==> src/core/tcrb_pkg.sv <==
// ****************************************************************
// Timer two package: addresses, layouts, reset values, counts
// ****************************************************************
package tcrb_pkg;

    // ****************************************************************
    // Special-function register addresses
    // ****************************************************************
    localparam logic [7:0] TCRB_ADDR_CONTROL   = 8'hc8; // timer_two_control
    localparam logic [7:0] TCRB_ADDR_CAP_LOW   = 8'hca; // capture_low_byte
    localparam logic [7:0] TCRB_ADDR_CAP_HIGH  = 8'hcb; // capture_high_byte
    localparam logic [7:0] TCRB_ADDR_CNT_LOW   = 8'hcc; // count_low_byte
    localparam logic [7:0] TCRB_ADDR_CNT_HIGH  = 8'hcd; // count_high_byte
    localparam logic [7:0] TCRB_ADDR_CLOCK_CTL = 8'h8e; // clock_control_register

    // ****************************************************************
    // Field positions
    // ****************************************************************
    localparam int TCRB_POS_RATE_FAST = 5;              // Tick-rate bit in clock control

    // ****************************************************************
    // Reset values
    // ****************************************************************
    localparam logic [7:0]  TCRB_CONTROL_RESET = 8'h00;  // All control bits clear
    localparam logic [15:0] TCRB_COUNT_RESET   = 16'h0000; // Count after reset
    localparam logic [15:0] TCRB_CAPTURE_RESET = 16'h0000; // Capture after reset
    localparam logic [15:0] TCRB_COUNT_TOP     = 16'hffff; // Last value before wrap
    localparam logic [15:0] TCRB_COUNT_STEP    = 16'h0001; // Increment
    localparam logic [7:0]  TCRB_READ_NONE     = 8'h00;  // Unmapped read answer

    // ****************************************************************
    // Core clocks per tick
    // ****************************************************************
    localparam logic [3:0] TCRB_DIV_SLOW = 4'hc;        // Default rate, 12 clocks
    localparam logic [3:0] TCRB_DIV_FAST = 4'h4;        // Fast rate, 4 clocks
    localparam logic [3:0] TCRB_DIV_BAUD = 4'h2;        // Baud generation, 2 clocks
    localparam logic [3:0] TCRB_DIV_ZERO = 4'h0;        // Prescaler restart
    localparam logic [3:0] TCRB_DIV_ONE  = 4'h1;        // Prescaler step

    // ****************************************************************
    // Serial port 0 modes that take timer overflows
    // ****************************************************************
    localparam logic [1:0] TCRB_SER_MODE1 = 2'h1;       // Async 8-bit
    localparam logic [1:0] TCRB_SER_MODE3 = 2'h3;       // Async 9-bit

    // ****************************************************************
    // Types
    // ****************************************************************
    // Control register, bit 7 first
    typedef struct packed {
        logic overflow_flag;
        logic external_trigger_flag;
        logic receive_clock_select;
        logic transmit_clock_select;
        logic external_trigger_enable;
        logic run_control;
        logic counter_timer_select;
        logic capture_reload_select;
    } tcrb_control_t;

    // Register access from the core
    typedef struct packed {
        logic       rd;      // Read strobe
        logic       wr;      // Write strobe
        logic [7:0] addr;    // Register address
        logic [7:0] wdata;   // Write data
    } tcrb_sfr_req_t;

    // Operating mode
    typedef enum logic [2:0] {
        TCRB_MODE_CAPTURE = 3'b001,
        TCRB_MODE_RELOAD  = 3'b010,
        TCRB_MODE_BAUD    = 3'b100
    } tcrb_mode_t;

endpackage

==> src/core/tcrb_timer.sv <==
// Functional notes
// - Counts divided clock or external falling edges
// - Counter advances only while run bit set
// - Wrap sets flag, pin high one cycle
// - Overflow flag only without serial selects; software clears
// - Writing one to a flag raises interrupt
// - Trigger capture/reload sets external flag; software clears
// - Trigger ignored when disabled; while baud generating it only sets the flag
// - Receive select routes overflow to receive clock
// - Transmit select routes overflow to transmit clock
// - Timer ticks every 4 or 12 clocks
// - Trigger edge copies count into capture registers
// - Reload mode wrap reloads count from capture
// - Trigger edge forces immediate reload
// - Serial selects force auto-reload operation
// - Baud overflow gives shift pulse, no flag
// - Baud time base is clock divided two
// - Shift clock serves serial port 0 only
// - Count held as low and high bytes
module tcrb_timer
    import tcrb_pkg::*;
(
    input  wire logic          core_clk,             // Core clock, 20 MHz
    input  wire logic          resetn,               // Synchronous reset, active low
    input  wire logic          clk_en,               // Freezes all state while low
    input  wire tcrb_sfr_req_t sfr_req,              // Register access request
    output logic [7:0]         sfr_rdata,            // Read data, one cycle after rd
    input  wire logic          external_count_pin,   // External count input
    input  wire logic          trigger_pin,          // Capture/reload trigger input
    input  wire logic          other_timer_overflow, // Overflow pulse of the other timer
    input  wire logic [1:0]    serial0_mode,         // Serial port 0 mode
    input  wire logic          interrupt_enable,     // Timer interrupt enable
    output logic               overflow_output_pin,  // One-cycle overflow pulse
    output logic               timer_irq,            // Interrupt request level
    output logic               serial0_rx_clk,       // Serial port 0 receive shift pulse
    output logic               serial0_tx_clk        // Serial port 0 transmit shift pulse
);

    // ****************************************************************
    // State
    // ****************************************************************
    tcrb_control_t control;           // Control and status register
    logic          rate_fast;         // Tick-rate bit of clock control
    logic [7:0]    count_low_byte;    // Count, low byte
    logic [7:0]    count_high_byte;   // Count, high byte
    logic [7:0]    capture_low_byte;  // Capture/reload, low byte
    logic [7:0]    capture_high_byte; // Capture/reload, high byte
    logic [3:0]    prescale;          // Core clocks since last tick
    logic [2:0]    count_sync;        // Count pin: two sync stages and history
    logic [2:0]    trig_sync;         // Trigger pin: two sync stages and history

    // ****************************************************************
    // Next values
    // ****************************************************************
    tcrb_control_t next_control;
    logic          next_rate_fast;
    logic [7:0]    next_count_low_byte;
    logic [7:0]    next_count_high_byte;
    logic [7:0]    next_capture_low_byte;
    logic [7:0]    next_capture_high_byte;
    logic [3:0]    next_prescale;
    logic [7:0]    next_sfr_rdata;
    logic          next_overflow_output_pin;
    logic          next_timer_irq;
    logic          next_serial0_rx_clk;
    logic          next_serial0_tx_clk;

    // ****************************************************************
    // Decoded conditions
    // ****************************************************************
    tcrb_mode_t    mode;              // Current operating mode
    logic [15:0]   count;             // Whole count
    logic [15:0]   capture;           // Whole capture value
    logic [3:0]    div_limit;         // Clocks per tick
    logic          count_fall;        // Falling edge on count pin
    logic          trig_fall;         // Falling edge on trigger pin
    logic          trig_event;        // Enabled trigger edge
    logic          tick;              // Counter advances this cycle
    logic          overflow;          // Count wraps this cycle
    logic          serial_timed;      // Serial port 0 uses timer clocks
    logic          wr_control;        // Write to control register

    assign count   = {count_high_byte, count_low_byte};
    assign capture = {capture_high_byte, capture_low_byte};

    // Stage 1 is only read by stage 2; edges look at stages 2 and 3
    assign count_fall = count_sync[2] & ~count_sync[1];
    assign trig_fall  = trig_sync[2] & ~trig_sync[1];

    // ****************************************************************
    // Mode, prescaler and tick decode
    // ****************************************************************
    always_comb begin
        // Serial selects override the capture/reload choice
        if (control.receive_clock_select | control.transmit_clock_select) begin
            mode = TCRB_MODE_BAUD;
        end else if (control.capture_reload_select) begin
            mode = TCRB_MODE_CAPTURE;
        end else begin
            mode = TCRB_MODE_RELOAD;
        end

        // Tick-rate bit has no say during baud generation
        if (mode == TCRB_MODE_BAUD) begin
            div_limit = TCRB_DIV_BAUD;
        end else if (rate_fast) begin
            div_limit = TCRB_DIV_FAST;
        end else begin
            div_limit = TCRB_DIV_SLOW;
        end

        // Prescaler restarts while stopped so the first tick is a full period
        next_prescale = TCRB_DIV_ZERO;
        tick          = 1'b0;
        if (control.run_control) begin
            if (control.counter_timer_select) begin
                tick = count_fall;
            end else if (prescale >= div_limit - TCRB_DIV_ONE) begin
                tick = 1'b1;
            end else begin
                next_prescale = prescale + TCRB_DIV_ONE;
            end
        end

        overflow = tick & (count == TCRB_COUNT_TOP);
        // Trigger edges count only while enabled
        trig_event = trig_fall & control.external_trigger_enable;
        wr_control = sfr_req.wr & (sfr_req.addr == TCRB_ADDR_CONTROL);
        serial_timed = (serial0_mode == TCRB_SER_MODE1) | (serial0_mode == TCRB_SER_MODE3);
    end

    // ****************************************************************
    // Count and capture next values
    // ****************************************************************
    always_comb begin
        logic [15:0] cnt_n;
        logic [15:0] cap_n;
        cnt_n = count;
        cap_n = capture;

        // Advance, reloading on wrap unless capturing
        if (tick) begin
            if (overflow && mode != TCRB_MODE_CAPTURE) begin
                cnt_n = capture;
            end else begin
                cnt_n = count + TCRB_COUNT_STEP;
            end
        end

        // Trigger edge acts on capture or reload, never in baud mode
        if (trig_event) begin
            unique case (mode)
                TCRB_MODE_CAPTURE: cap_n = count;
                TCRB_MODE_RELOAD:  cnt_n = capture;
                TCRB_MODE_BAUD:    cnt_n = cnt_n;
            endcase
        end

        // Software writes win over hardware on the byte written
        next_count_low_byte    = cnt_n[7:0];
        next_count_high_byte   = cnt_n[15:8];
        next_capture_low_byte  = cap_n[7:0];
        next_capture_high_byte = cap_n[15:8];
        next_rate_fast         = rate_fast;
        if (sfr_req.wr) begin
            unique case (sfr_req.addr)
                TCRB_ADDR_CNT_LOW:   next_count_low_byte    = sfr_req.wdata;
                TCRB_ADDR_CNT_HIGH:  next_count_high_byte   = sfr_req.wdata;
                TCRB_ADDR_CAP_LOW:   next_capture_low_byte  = sfr_req.wdata;
                TCRB_ADDR_CAP_HIGH:  next_capture_high_byte = sfr_req.wdata;
                TCRB_ADDR_CLOCK_CTL: next_rate_fast = sfr_req.wdata[TCRB_POS_RATE_FAST];
                default:             next_rate_fast = rate_fast;
            endcase
        end
    end

    // ****************************************************************
    // Control, flags and outputs
    // ****************************************************************
    always_comb begin
        next_control = control;
        // A written one in a flag stands and so raises the request
        if (wr_control) begin
            next_control = tcrb_control_t'(sfr_req.wdata);
        end
        // Hardware set wins over a clearing write in the same cycle
        if (overflow && mode != TCRB_MODE_BAUD) begin
            next_control.overflow_flag = 1'b1;
        end
        if (trig_event) begin
            next_control.external_trigger_flag = 1'b1;
        end

        // Pin pulse on every wrap, flag or not
        next_overflow_output_pin = overflow;
        next_timer_irq = interrupt_enable
                         & (control.overflow_flag | control.external_trigger_flag);

        // Shift pulses go to serial port 0 only; port 1 has no path here
        next_serial0_rx_clk = 1'b0;
        next_serial0_tx_clk = 1'b0;
        if (serial_timed) begin
            next_serial0_rx_clk = control.receive_clock_select
                                  ? (overflow & (mode == TCRB_MODE_BAUD))
                                  : other_timer_overflow;
            next_serial0_tx_clk = control.transmit_clock_select
                                  ? (overflow & (mode == TCRB_MODE_BAUD))
                                  : other_timer_overflow;
        end

        // Registered read answer; unmapped addresses read zero
        next_sfr_rdata = sfr_rdata;
        if (sfr_req.rd) begin
            unique case (sfr_req.addr)
                TCRB_ADDR_CONTROL:   next_sfr_rdata = control;
                TCRB_ADDR_CAP_LOW:   next_sfr_rdata = capture_low_byte;
                TCRB_ADDR_CAP_HIGH:  next_sfr_rdata = capture_high_byte;
                TCRB_ADDR_CNT_LOW:   next_sfr_rdata = count_low_byte;
                TCRB_ADDR_CNT_HIGH:  next_sfr_rdata = count_high_byte;
                TCRB_ADDR_CLOCK_CTL: next_sfr_rdata = {2'h0, rate_fast, 5'h00};
                default:             next_sfr_rdata = TCRB_READ_NONE;
            endcase
        end
    end

    // ****************************************************************
    // Registers
    // ****************************************************************
    always_ff @(posedge core_clk) begin
        if (!resetn) begin
            control             <= tcrb_control_t'(TCRB_CONTROL_RESET);
            rate_fast           <= 1'b0;
            count_low_byte      <= TCRB_COUNT_RESET[7:0];
            count_high_byte     <= TCRB_COUNT_RESET[15:8];
            capture_low_byte    <= TCRB_CAPTURE_RESET[7:0];
            capture_high_byte   <= TCRB_CAPTURE_RESET[15:8];
            prescale            <= TCRB_DIV_ZERO;
            count_sync          <= 3'h7;
            trig_sync           <= 3'h7;
            sfr_rdata           <= TCRB_READ_NONE;
            overflow_output_pin <= 1'b0;
            timer_irq           <= 1'b0;
            serial0_rx_clk      <= 1'b0;
            serial0_tx_clk      <= 1'b0;
        end else if (clk_en) begin
            control             <= next_control;
            rate_fast           <= next_rate_fast;
            count_low_byte      <= next_count_low_byte;
            count_high_byte     <= next_count_high_byte;
            capture_low_byte    <= next_capture_low_byte;
            capture_high_byte   <= next_capture_high_byte;
            prescale            <= next_prescale;
            count_sync          <= {count_sync[1:0], external_count_pin};
            trig_sync           <= {trig_sync[1:0], trigger_pin};
            sfr_rdata           <= next_sfr_rdata;
            overflow_output_pin <= next_overflow_output_pin;
            timer_irq           <= next_timer_irq;
            serial0_rx_clk      <= next_serial0_rx_clk;
            serial0_tx_clk      <= next_serial0_tx_clk;
        end
    end

endmodule

==> config.mk <==
export PLATFORM = sky130hd
export DESIGN_NAME = tcrb_timer
export DESIGN_NICKNAME = d
export VERILOG_FILES = /design/src/core/tcrb_pkg.sv /design/src/core/tcrb_timer.sv
export SDC_FILE = /design/constraint.sdc
export NUM_CORES = 1
export LEC_CHECK = 0
export ABC_AREA = 1
export ABC_CLOCK_PERIOD_IN_PS = 4950
export BUFFER_PORTS_ARGS = -buffer_cell sky130_fd_sc_hd__buf_2
export CAP_MARGIN = 15
export CORE_MARGIN = 4
export CORE_UTILIZATION = 51
export DETAILED_ROUTE_END_ITERATION = 8
export PLACE_DENSITY = 0.7
export SYNTH_ARGS = -nofsm -noshare
export SYNTH_HDL_FRONTEND = slang
export SYNTH_SLANG_ARGS = --single-unit
==> constraint.sdc <==
create_clock -name core_clk -period 4.95 [get_ports core_clk]
set_clock_uncertainty 0.1 [all_clocks]
set_input_delay 0.2475 -clock core_clk [delete_from_list [all_inputs] [get_ports core_clk]]
set_output_delay 0.2475 -clock core_clk [all_outputs]
set_load 0.02 [all_outputs]
# Word-level counts from Yosys, hierarchy flattened
# Index checks and enable logic that the tools add are counted.
totals:
  regBits: 63
  in_bits: 27
  out_inout_bits: 12
  word_cells: 92
op_classes:
  addsub: 3
  magnitude_cmp: 1
  eq_ne: 14
  n_mux: 32
  bitwise_logic: 12
  n_reduce_logical: 9
op_table:
  columns: ["op", "n"]
  rows:
  - ["16-bit two-way mux", 6]
  - ["8-bit two-way mux", 9]
  - ["8-bit == test, second input constant", 6]
  - ["8-bit one-hot mux with 6 select lines", 1]
  - ["4-bit two-way mux", 5]
  - ["16-bit by 1-bit adder with 16-bit output, second input constant", 1]
  - ["16-bit == test, second input constant", 1]
  - ["1-bit two-way mux", 9]
  - ["2-bit AND reduction", 4]
  - ["1-bit bitwise AND", 7]
  - ["4-bit by 1-bit adder with 4-bit output, second input constant", 1]
  - ["4-bit greater-or-equal comparator", 1]
  - ["2-bit nonzero test", 2]
  - ["4-bit by 1-bit subtractor with 4-bit output, second input constant", 1]
  - ["3-bit by 1-bit == test with 1-bit output, second input constant", 1]
  - ["3-bit by 2-bit == test with 1-bit output, second input constant", 1]
  - ["3-bit == test, second input constant", 1]
  - ["3-bit two-way mux", 1]
  - ["3-bit by 1-bit inequality test with 1-bit output, second input constant", 1]
  - ["3-bit inequality test, second input constant", 1]
  - ["1-bit OR", 3]
  - ["3-bit AND reduction", 1]
  - ["2-bit by 1-bit == test with 1-bit output, second input constant", 1]
  - ["2-bit == test, second input constant", 1]
  - ["3 further kinds", 5]

# Logic depth before layout (Yosys ltp)
# Gate-level depths: netlist of run 1.
logic_depth:
  depth_word: 17
  mapped_depth: 14
  ltp_nobuf: 13

# Worst setup path after synthesis of run 1
# Ideal clock, no wire load.
synth_timing:
  path_kind: "reg2reg"
  start: "register control[4] (netlist name)"
  end: "register count_low_byte[4]"
  setup_ns: 0.070
  t_arrival_ns: 1.683
  required_ns: 4.780
  setup_slack_ns: 3.097
  path_stages_with_launch: 15
  path_buffers: 1
  period_less_slack_ns: 1.853
  path_cell_list: "dfxtp_1 -> inv_1 -> nand2_2 -> inv_1 -> nand2_1 -> ha_1 -> nand2_1 -> nand2_1 -> nand2_2 -> buf_2 -> a31oi_1 -> nand2_1 -> nand2_1 -> nand2_1 -> a21oi_1"
synth_via:
  elab_chain_cells: 17
  elab_cells_between_ends: 19
  cone_classes: "add/sub (1); order compare (1); eq/ne (3); mux (11); bitwise (2); reduce/logical (1)"
synth_lines:
  columns: ["element", "line", "source"]
  rows:
  - ["start: declaration", "tcrb_timer.sv:42", "tcrb_control_t control;"]
  - ["start signal: assignment", "tcrb_timer.sv:231", "control <= tcrb_control_t'(TCRB_CONTROL_RESET);"]
  - ["start signal: assignment", "tcrb_timer.sv:246", "control <= next_control;"]
  - ["1-bit OR (*)", "tcrb_timer.sv:95", "if (control.receive_clock_select | control.transmit_clock_select) begin"]
  - ["3-bit two-way mux (*)", "tcrb_timer.sv:95", null]
  - ["3-bit == test", "tcrb_timer.sv:104", "if (mode == TCRB_MODE_BAUD) begin"]
  - ["4-bit two-way mux", "tcrb_timer.sv:104", null]
  - ["4-bit by 1-bit subtractor with 4-bit output", "tcrb_timer.sv:118", "end else if (prescale >= div_limit - TCRB_DIV_ONE) begin"]
  - ["4-bit greater-or-equal comparator", "tcrb_timer.sv:118", null]
  - ["1-bit two-way mux", "tcrb_timer.sv:118", null]
  - ["1-bit two-way mux", "tcrb_timer.sv:116", "if (control.counter_timer_select) begin"]
  - ["1-bit two-way mux", "tcrb_timer.sv:115", "if (control.run_control) begin"]
  - ["1-bit bitwise AND", "tcrb_timer.sv:125", "overflow = tick & (count == TCRB_COUNT_TOP);"]
  - ["1-bit logical AND", "tcrb_timer.sv:143", "if (overflow && mode != TCRB_MODE_CAPTURE) begin"]
  - ["16-bit two-way mux", "tcrb_timer.sv:143", null]
  - ["16-bit two-way mux", "tcrb_timer.sv:142", "if (tick) begin"]
  - ["16-bit two-way mux", "tcrb_timer.sv:152", "unique case (mode)"]
  - ["16-bit two-way mux (*)", "tcrb_timer.sv:151", "if (trig_event) begin"]
  - ["8-bit two-way mux", "tcrb_timer.sv:166", "unique case (sfr_req.addr)"]
  - ["8-bit two-way mux (*)", "tcrb_timer.sv:165", "if (sfr_req.wr) begin"]
  - ["end signal: assignment", "tcrb_timer.sv:233", "count_low_byte <= TCRB_COUNT_RESET[7:0];"]
  - ["end signal: assignment", "tcrb_timer.sv:248", "count_low_byte <= next_count_low_byte;"]
  - ["end: declaration", "tcrb_timer.sv:44", "logic [7:0] count_low_byte;"]
# Every way passes the cells marked *; elsewhere a longest branch is shown, timed or not.
# A chain may end at the register's enable or synchronous reset.

==> impl_metrics.ini, run 1 <==
[outcome]
status = completed

[floorplanning]
die_width_um = 99.2
initial_utilization = 0.522
fp-row-count = 33
design.core.area_mm2 = 0.00813
ioPinCount = 39
fp.dieArea_mm2 = 0.00984
die_y_um = 99.2

[worst_setup_path]
end_kind = flip-flop
reg2reg_slack_ns = 2.60
timing.critical_path.arrival_ns = 2.59
worst-endpoint-required_ns = 5.09
critical_path.max_fanout = 33
crit_type = in -> reg
start_kind = input port

[finish]
cell_area_after_layout_mm2 = 0.00464
utilization_after_layout = 0.570
area_delta_synth_final_pct = 9.26
finalNetCount = 736
final_common_cell = nand2_1
diodes = 0
ratio_of_cells_with_drive_above_1_in_the_final_layout = 0.121
layout_common_cells = nand2_1 (165), a21oi_1 (107), o21ai_0 (93)
number_of_standard_cells_in_the_layout_taps_in_and_fillers_out = 816

[grt]
grt.total_usage = 0.284
global_route_wire_length_before_repair_um = 22400
first_global_vias = 4426
grt_start_max_net_pins = 35
initial_antenna_violation_count = 0
grt_remaining_overflow = 0

[placed_design]
buffer_ports.inserted = 37
placed_cells_incl_taps = 799
detailed_place_hpwl_um = 9480
place_congestion = 0.964
placement.cell_area_mm2 = 0.00443

[cts]
holdBufCountCts = 0
num_cts_buffers = 9
cts.path.max_buffers = 2
clock-sinks = 63
ctsHtreeMaxLevel = 3
root_buffer = clkbuf_8
cts.repair.resized = 0
postCtsSetupRepairBufs = 0
worst_setup_hold_path_clk_slew_ns = 0.07
insertion_delay_ns = 0.35
clock_tree_from_tritoncts = done

[routing]
drc_errors = 0
drt_iter0_drc = 395
avgViaCountPerCell = 5.87
detailroute.via_count = 4791
routedWlPerCell_um = 16.9
dr.pass1.iters = 5
drt.antenna.violating_nets = 0
postRouteWirelength_um = 13800

[yosys]
synth_cell_types = 34
mean_cell_area_of_the_mapped_netlist_um2 = 6.18
synth_nets = 716
netlist_top_cells_area = dfxtp_1 (30%), nand2_1 (15%), a21oi_1 (13%)
area_share_of_the_largest_cell_type_after_synthesis = 0.297
synth-seq-area-share = 0.297
yosysWarnings = 0
synth.largest_area_cell = dfxtp_1
post_synth_inst_count = 686
ys.flop_type = dfxtp_1
ys_async_sr_fraction = 0
synth_enable_flop_cells = 0
synth.cell_area_mm2 = 0.00424
ys_ff_latch = 63

[pwr]
p_switching_uw = 323
comb_power_share = 0.101
switching_share = 0.290
power_density_mw_per_mm2 = 240
share_seq_of_total_power = 0.484
leakage_nw = 1.83
clkPwrFrac = 0.415
cell_internal_pwr_uw = 790
ir_worst_vdd_mv = 0.113

[sta]
slew_headroom = 0.305
grt_setup_unrepaired = false
post-route-min-period_ns = 2.44
setup_viol = 0
max_freq_mhz = 410
totalNegativeSetupSlack_ns = 0
hold_violations = 0
layout_worst_path_cycle_share = 0.493
timing.final.max_slew_violations = 0
slew_at_the_pin_with_the_worst_max_slew_slack_ns = 1.04

[job]
maxCapViolCount = 0

[hold_path]
min-delay-path-class = in -> reg
metal layers:
layer / routed length, µm / share of wire / GRT usage / up-vias
li1: - / - / - / 2330
met4: 475 / 0.034 / 0.113 / 0
met2: 6450 / 0.47 / 0.467 / 236
met1: 5770 / 0.42 / 0.373 / 2185
met5: 0 / 0 / 0 / -
met3: 1110 / 0.081 / 0.0463 / 40
cell usage after synthesis (5+ instances only):
master	instances
a21oi_1	107
a31oi_1	10
o22ai_1	6
o221ai_1	7
nand3_1	28
buf_2	6
dfxtp_1	63
nand2_1	165
nor2_1	29
clkbuf_1	21
o21ai_0	93
inv_1	84
nand4_1	10
nor3_1	6
nand2_2	5
final cells by class:
class | count | area [µm²]
Timing Repair Buffer | 40 | 208
Multi-Input combinational cell | 500 | 2490
Fill cell | 825 | 3500
Clock buffer | 9 | 124
Clock inverter | 7 | 72.6
Inverter | 92 | 345
Sequential cell | 63 | 1260
Tap cell | 105 | 131
state kept, by name, summed over array words and instances, names as in the netlist:
name                 count
prescale                 4
trig_sync                3
serial0_tx_clk           1
timer_irq                1
count_sync               3
rate_fast                1
serial0_rx_clk           1
control                  8
count_high_byte          8
overflow_output_pin      1
capture_low_byte         8
capture_high_byte        8
sfr_rdata                8
count_low_byte           8
worst paths after layout:
| check | startpoint | endpoint | depth (start not counted) |
|---|---|---|---|
| setup / recovery | clk_en | capture_high_byte[2]$_SDFFE_PN0P_ | 6 |
| hold / removal | external_count_pin | count_sync[0]$_SDFFE_PN1P_ | 3 |
| setup reg to reg | trig_sync[2]$_SDFFE_PN1P_ | count_high_byte[1]$_SDFFE_PN0P_ | 9 |
| hold reg to reg | count_sync[0]$_SDFFE_PN1P_ | count_sync[0]$_SDFFE_PN1P_ | 2 |
worst max-delay path, stage by stage:
cell and delay (ns):
buf_2 0.51, clkinv_1 0.87, buf_4 0.53, a21oi_1 0.16, o21ai_0 0.11, a21oi_1 0.14
through the flow:
step	worst slack [ns]	power (mW)	hold slack (ns)
after floorplan	3.10	0.620	0.274
after global placement	2.16	0.657	0.344
after detailed placement	2.14	0.660	0.356
after CTS	2.14	1.12	0.0182
after global routing	2.31	1.16	0.0429
final	2.51	1.11	0.0207
cells by family (layout without fill, tap and decap cells):
| kind of cell | Yosys count | count (layout) | share of synthesized area |
|---|---|---|---|
| XOR/XNOR | 5 | 5 | 0.0103 |
| AO/OA/AOI/OAI | 230 | 230 | 0.288 |
| flip-flops | 63 | 63 | 0.297 |
| buffers and inverters | 123 | 148 | 0.115 |
| AND/OR/NAND/NOR | 262 | 262 | 0.281 |
| adder cells (fa/ha/maj) | 3 | 3 | 0.00885 |
power groups by stage:
stage               sequential (mW)  combinational (mW)  clock (mW)
finish                        0.539               0.112       0.462
global route                  0.541               0.126       0.492
floorplan                     0.544              0.0761           0
detailed placement            0.550               0.110           0
global placement              0.550               0.107           0
CTS                           0.538               0.111       0.468
Note: power is estimated with default switching activity, not from simulation.
==> run 2, diff against run 1 <==
Settings changed: ABC_AREA 1 to 0, ABC_CLOCK_PERIOD_IN_PS 4950 to 2600.
Clock period 4.95 ns to 2.6 ns, I/O delays scaled along.
==> impl_metrics.ini, run 2 <==
[routing]
wirelength_met1_um = 5650
met3_wirelength_um = 1130
wl_met2_um = 6060
dr.pass1.iters = 5
drc_errors = 0
detailroute.via_count = 4257
drt_iter0_drc = 299
routedWlPerCell_um = 20.1
postRouteWirelength_um = 13400
drt.antenna.violating_nets = 0
avgViaCountPerCell = 6.39
routed.top_layer = met4

[yosys]
synth_nets = 548
mean_cell_area_of_the_mapped_netlist_um2 = 7.87
yosysWarnings = 0
synth-seq-area-share = 0.309
post_synth_inst_count = 518
synth.most_common_cell = dfxtp_1
ys_ff_latch = 63
synth_enable_flop_cells = 0
area_share_of_the_largest_cell_type_after_synthesis = 0.309
synth_cell_types = 65
synth.largest_area_cell = dfxtp_1
ys.flop_type = dfxtp_1
ys_async_sr_fraction = 0
yosys-top-cells-count = dfxtp_1 (63), mux2i_1 (61), nand2_1 (56), a21oi_1 (50), nor2_1 (49)
synth.cell_area_mm2 = 0.00408
netlist_top_cells_area = dfxtp_1 (31%), mux2i_1 (15%), a21oi_1 (6.1%)

[placed_design]
buffer_ports.inserted = 37
detailed_place_hpwl_um = 9400
place_congestion = 0.985

[grt]
initial_antenna_violation_count = 0
grt_start_max_net_pins = 42
grt.total_usage = 0.286
grt_remaining_overflow = 0
first_global_vias = 4102
global_route_wire_length_before_repair_um = 21800

[sta]
post-route-min-period_ns = 2.45
slew_at_the_pin_with_the_worst_max_slew_slack_ns = 0.686
max_freq_mhz = 408
grt_setup_unrepaired = false
layout_worst_path_cycle_share = 0.943
slew_headroom = 0.541
timing.final.max_slew_violations = 0
setup_viol = 0
hold_violations = 0
totalNegativeSetupSlack_ns = 0

[cts]
root_buffer = clkbuf_8
clock-sinks = 63
clock_tree_from_tritoncts = done
cts.path.max_buffers = 2
num_cts_buffers = 9
ctsHtreeMaxLevel = 3
worst_setup_hold_path_clk_slew_ns = 0.08
insertion_delay_ns = 0.35

[floorplanning]
initial_utilization = 0.525
die_width_um = 97.4
fp.dieArea_mm2 = 0.00949
die_y_um = 97.4
fp-row-count = 32
design.core.area_mm2 = 0.00777
ioPinCount = 39

[finish]
area_delta_synth_final_pct = 15.1
layout_common_cells = dfxtp_1 (63), mux2i_1 (61), nand2_1 (56)
ratio_of_cells_with_drive_above_1_in_the_final_layout = 0.172
utilization_after_layout = 0.604
diodes = 0
final_common_cell = dfxtp_1
finalNetCount = 589

[worst_setup_path]
r2r.worst_path.cells = 8
r2r_end = count_low_byte[1]$_SDFFE_PN0P_
critical_path.max_fanout = 11
endpoint = count_low_byte[1]$_SDFFE_PN0P_
crit_type = reg -> reg
reg2reg_slack_ns = 0.15
end_kind = flip-flop
worstReg2RegStart = control[4]$_SDFFE_PN0P_
worst-endpoint-required_ns = 2.75
timing.critical_path.arrival_ns = 2.60
start_kind = flip-flop
critPathLaunch = control[4]$_SDFFE_PN0P_

[hold_path]
min-delay-path-class = in -> reg
hold-path-cell-count = 3

[outcome]
status = completed

[pwr]
power_density_mw_per_mm2 = 466
ir_worst_vdd_mv = 0.274
leakage_nw = 1.88

[job]
maxCapViolCount = 0
## run 2: cell count changes in the layout (fill, tap and decap cells not counted), sizes merged, moves of 8 or more
| cell | previous run | this run |
|---|---|---|
| nor2 | 37 | 49 |
| a211oi | 0 | 9 |
| nand3 | 32 | 14 |
| o21ai | 93 | 39 |
| buf | 40 | 64 |
| a31oi | 10 | 2 |
| inv | 89 | 9 |
| o211ai | 2 | 18 |
| a21oi | 111 | 50 |
| nand2 | 171 | 57 |
| mux2i | 0 | 61 |
## run 2: critical path, cell delays in order (launching register included)
cell,delay (ns)
dfxtp_1,0.35
or3_1,0.36
ha_1,0.31
o31ai_2,0.10
a21oi_1,0.18
buf_12,0.18
a21oi_1,0.33
o221ai_1,0.16
a221oi_1,0.26
## run 2: through the flow
| stage | cell area [µm²] | hold WS [ns] | setup WS (ns) | total power, mW | std cells |
|---|---|---|---|---|---|
| 2_1_floorplan | 4080 | 0.158 | 0.356 | 1.16 | 518 |
| 3_3_place_gp | 4440 | 0.245 | 0.275 | 1.24 | 646 |
| 3_5_place_dp | 4440 | 0.249 | 0.221 | 1.25 | 646 |
| 4_1_cts | 4690 | 0.00629 | 0.158 | 2.19 | 666 |
| 5_1_grt | 4690 | 0.0311 | 0.0141 | 2.26 | 666 |
| 6_report | 4690 | 0.0218 | 0.147 | 2.19 | 666 |
## run 2: report_power, final
part           switching [mW]  leakage (nW)  total, mW  internal (mW)
clock                   0.412         0.102      0.949          0.537
sequential             0.0236         0.512       1.01          0.987
combinational           0.143          1.26      0.226         0.0822
total                   0.579          1.88       2.19           1.61
## run 2: how the worst min path moves through the flow
stage / startpoint / endpoint / slack (ns)
2_1_floorplan: external_count_pin / count_sync[0]$_SDFFE_PN1P_ / 0.16
3_3_place_gp: trigger_pin / trig_sync[0]$_SDFFE_PN1P_ / 0.24
3_5_place_dp: trigger_pin / trig_sync[0]$_SDFFE_PN1P_ / 0.25
4_1_cts: interrupt_enable / timer_irq$_SDFFE_PN0P_ / 0.006
5_1_grt: interrupt_enable / timer_irq$_SDFFE_PN0P_ / 0.03
6_report: interrupt_enable / timer_irq$_SDFFE_PN0P_ / 0.02
## run 2: what timing repair did
item                      CTS  global route
gates resized for setup     0             0
hold endpoints to repair    4             0
hold buffers                4             0
setup buffers               0             0
## run 2: layer usage
metal,up-vias,GRT usage
li1,2005,-
met1,2005,0.365
met2,207,0.451
met3,40,0.0668
met4,0,0.142
met5,-,0
## run 2: layout make-up
cell class	count	area (µm²)
Fill cell	717	3070
Multi-Input combinational cell	408	2610
Sequential cell	63	1260
Timing Repair Buffer	68	453
Clock buffer	10	128
Tap cell	102	128
Clock inverter	6	85.1
Inverter	9	33.8
## run 2: kinds of logic (layout without fill, tap and decap cells)
kind of cell,after synthesis,in the layout,share of synthesized area
flops,63,63,0.309
mux,63,63,0.155
simple gates,180,180,0.222
buf+inv,47,93,0.0519
fa+ha+maj,3,3,0.00921
compound gates,162,162,0.252
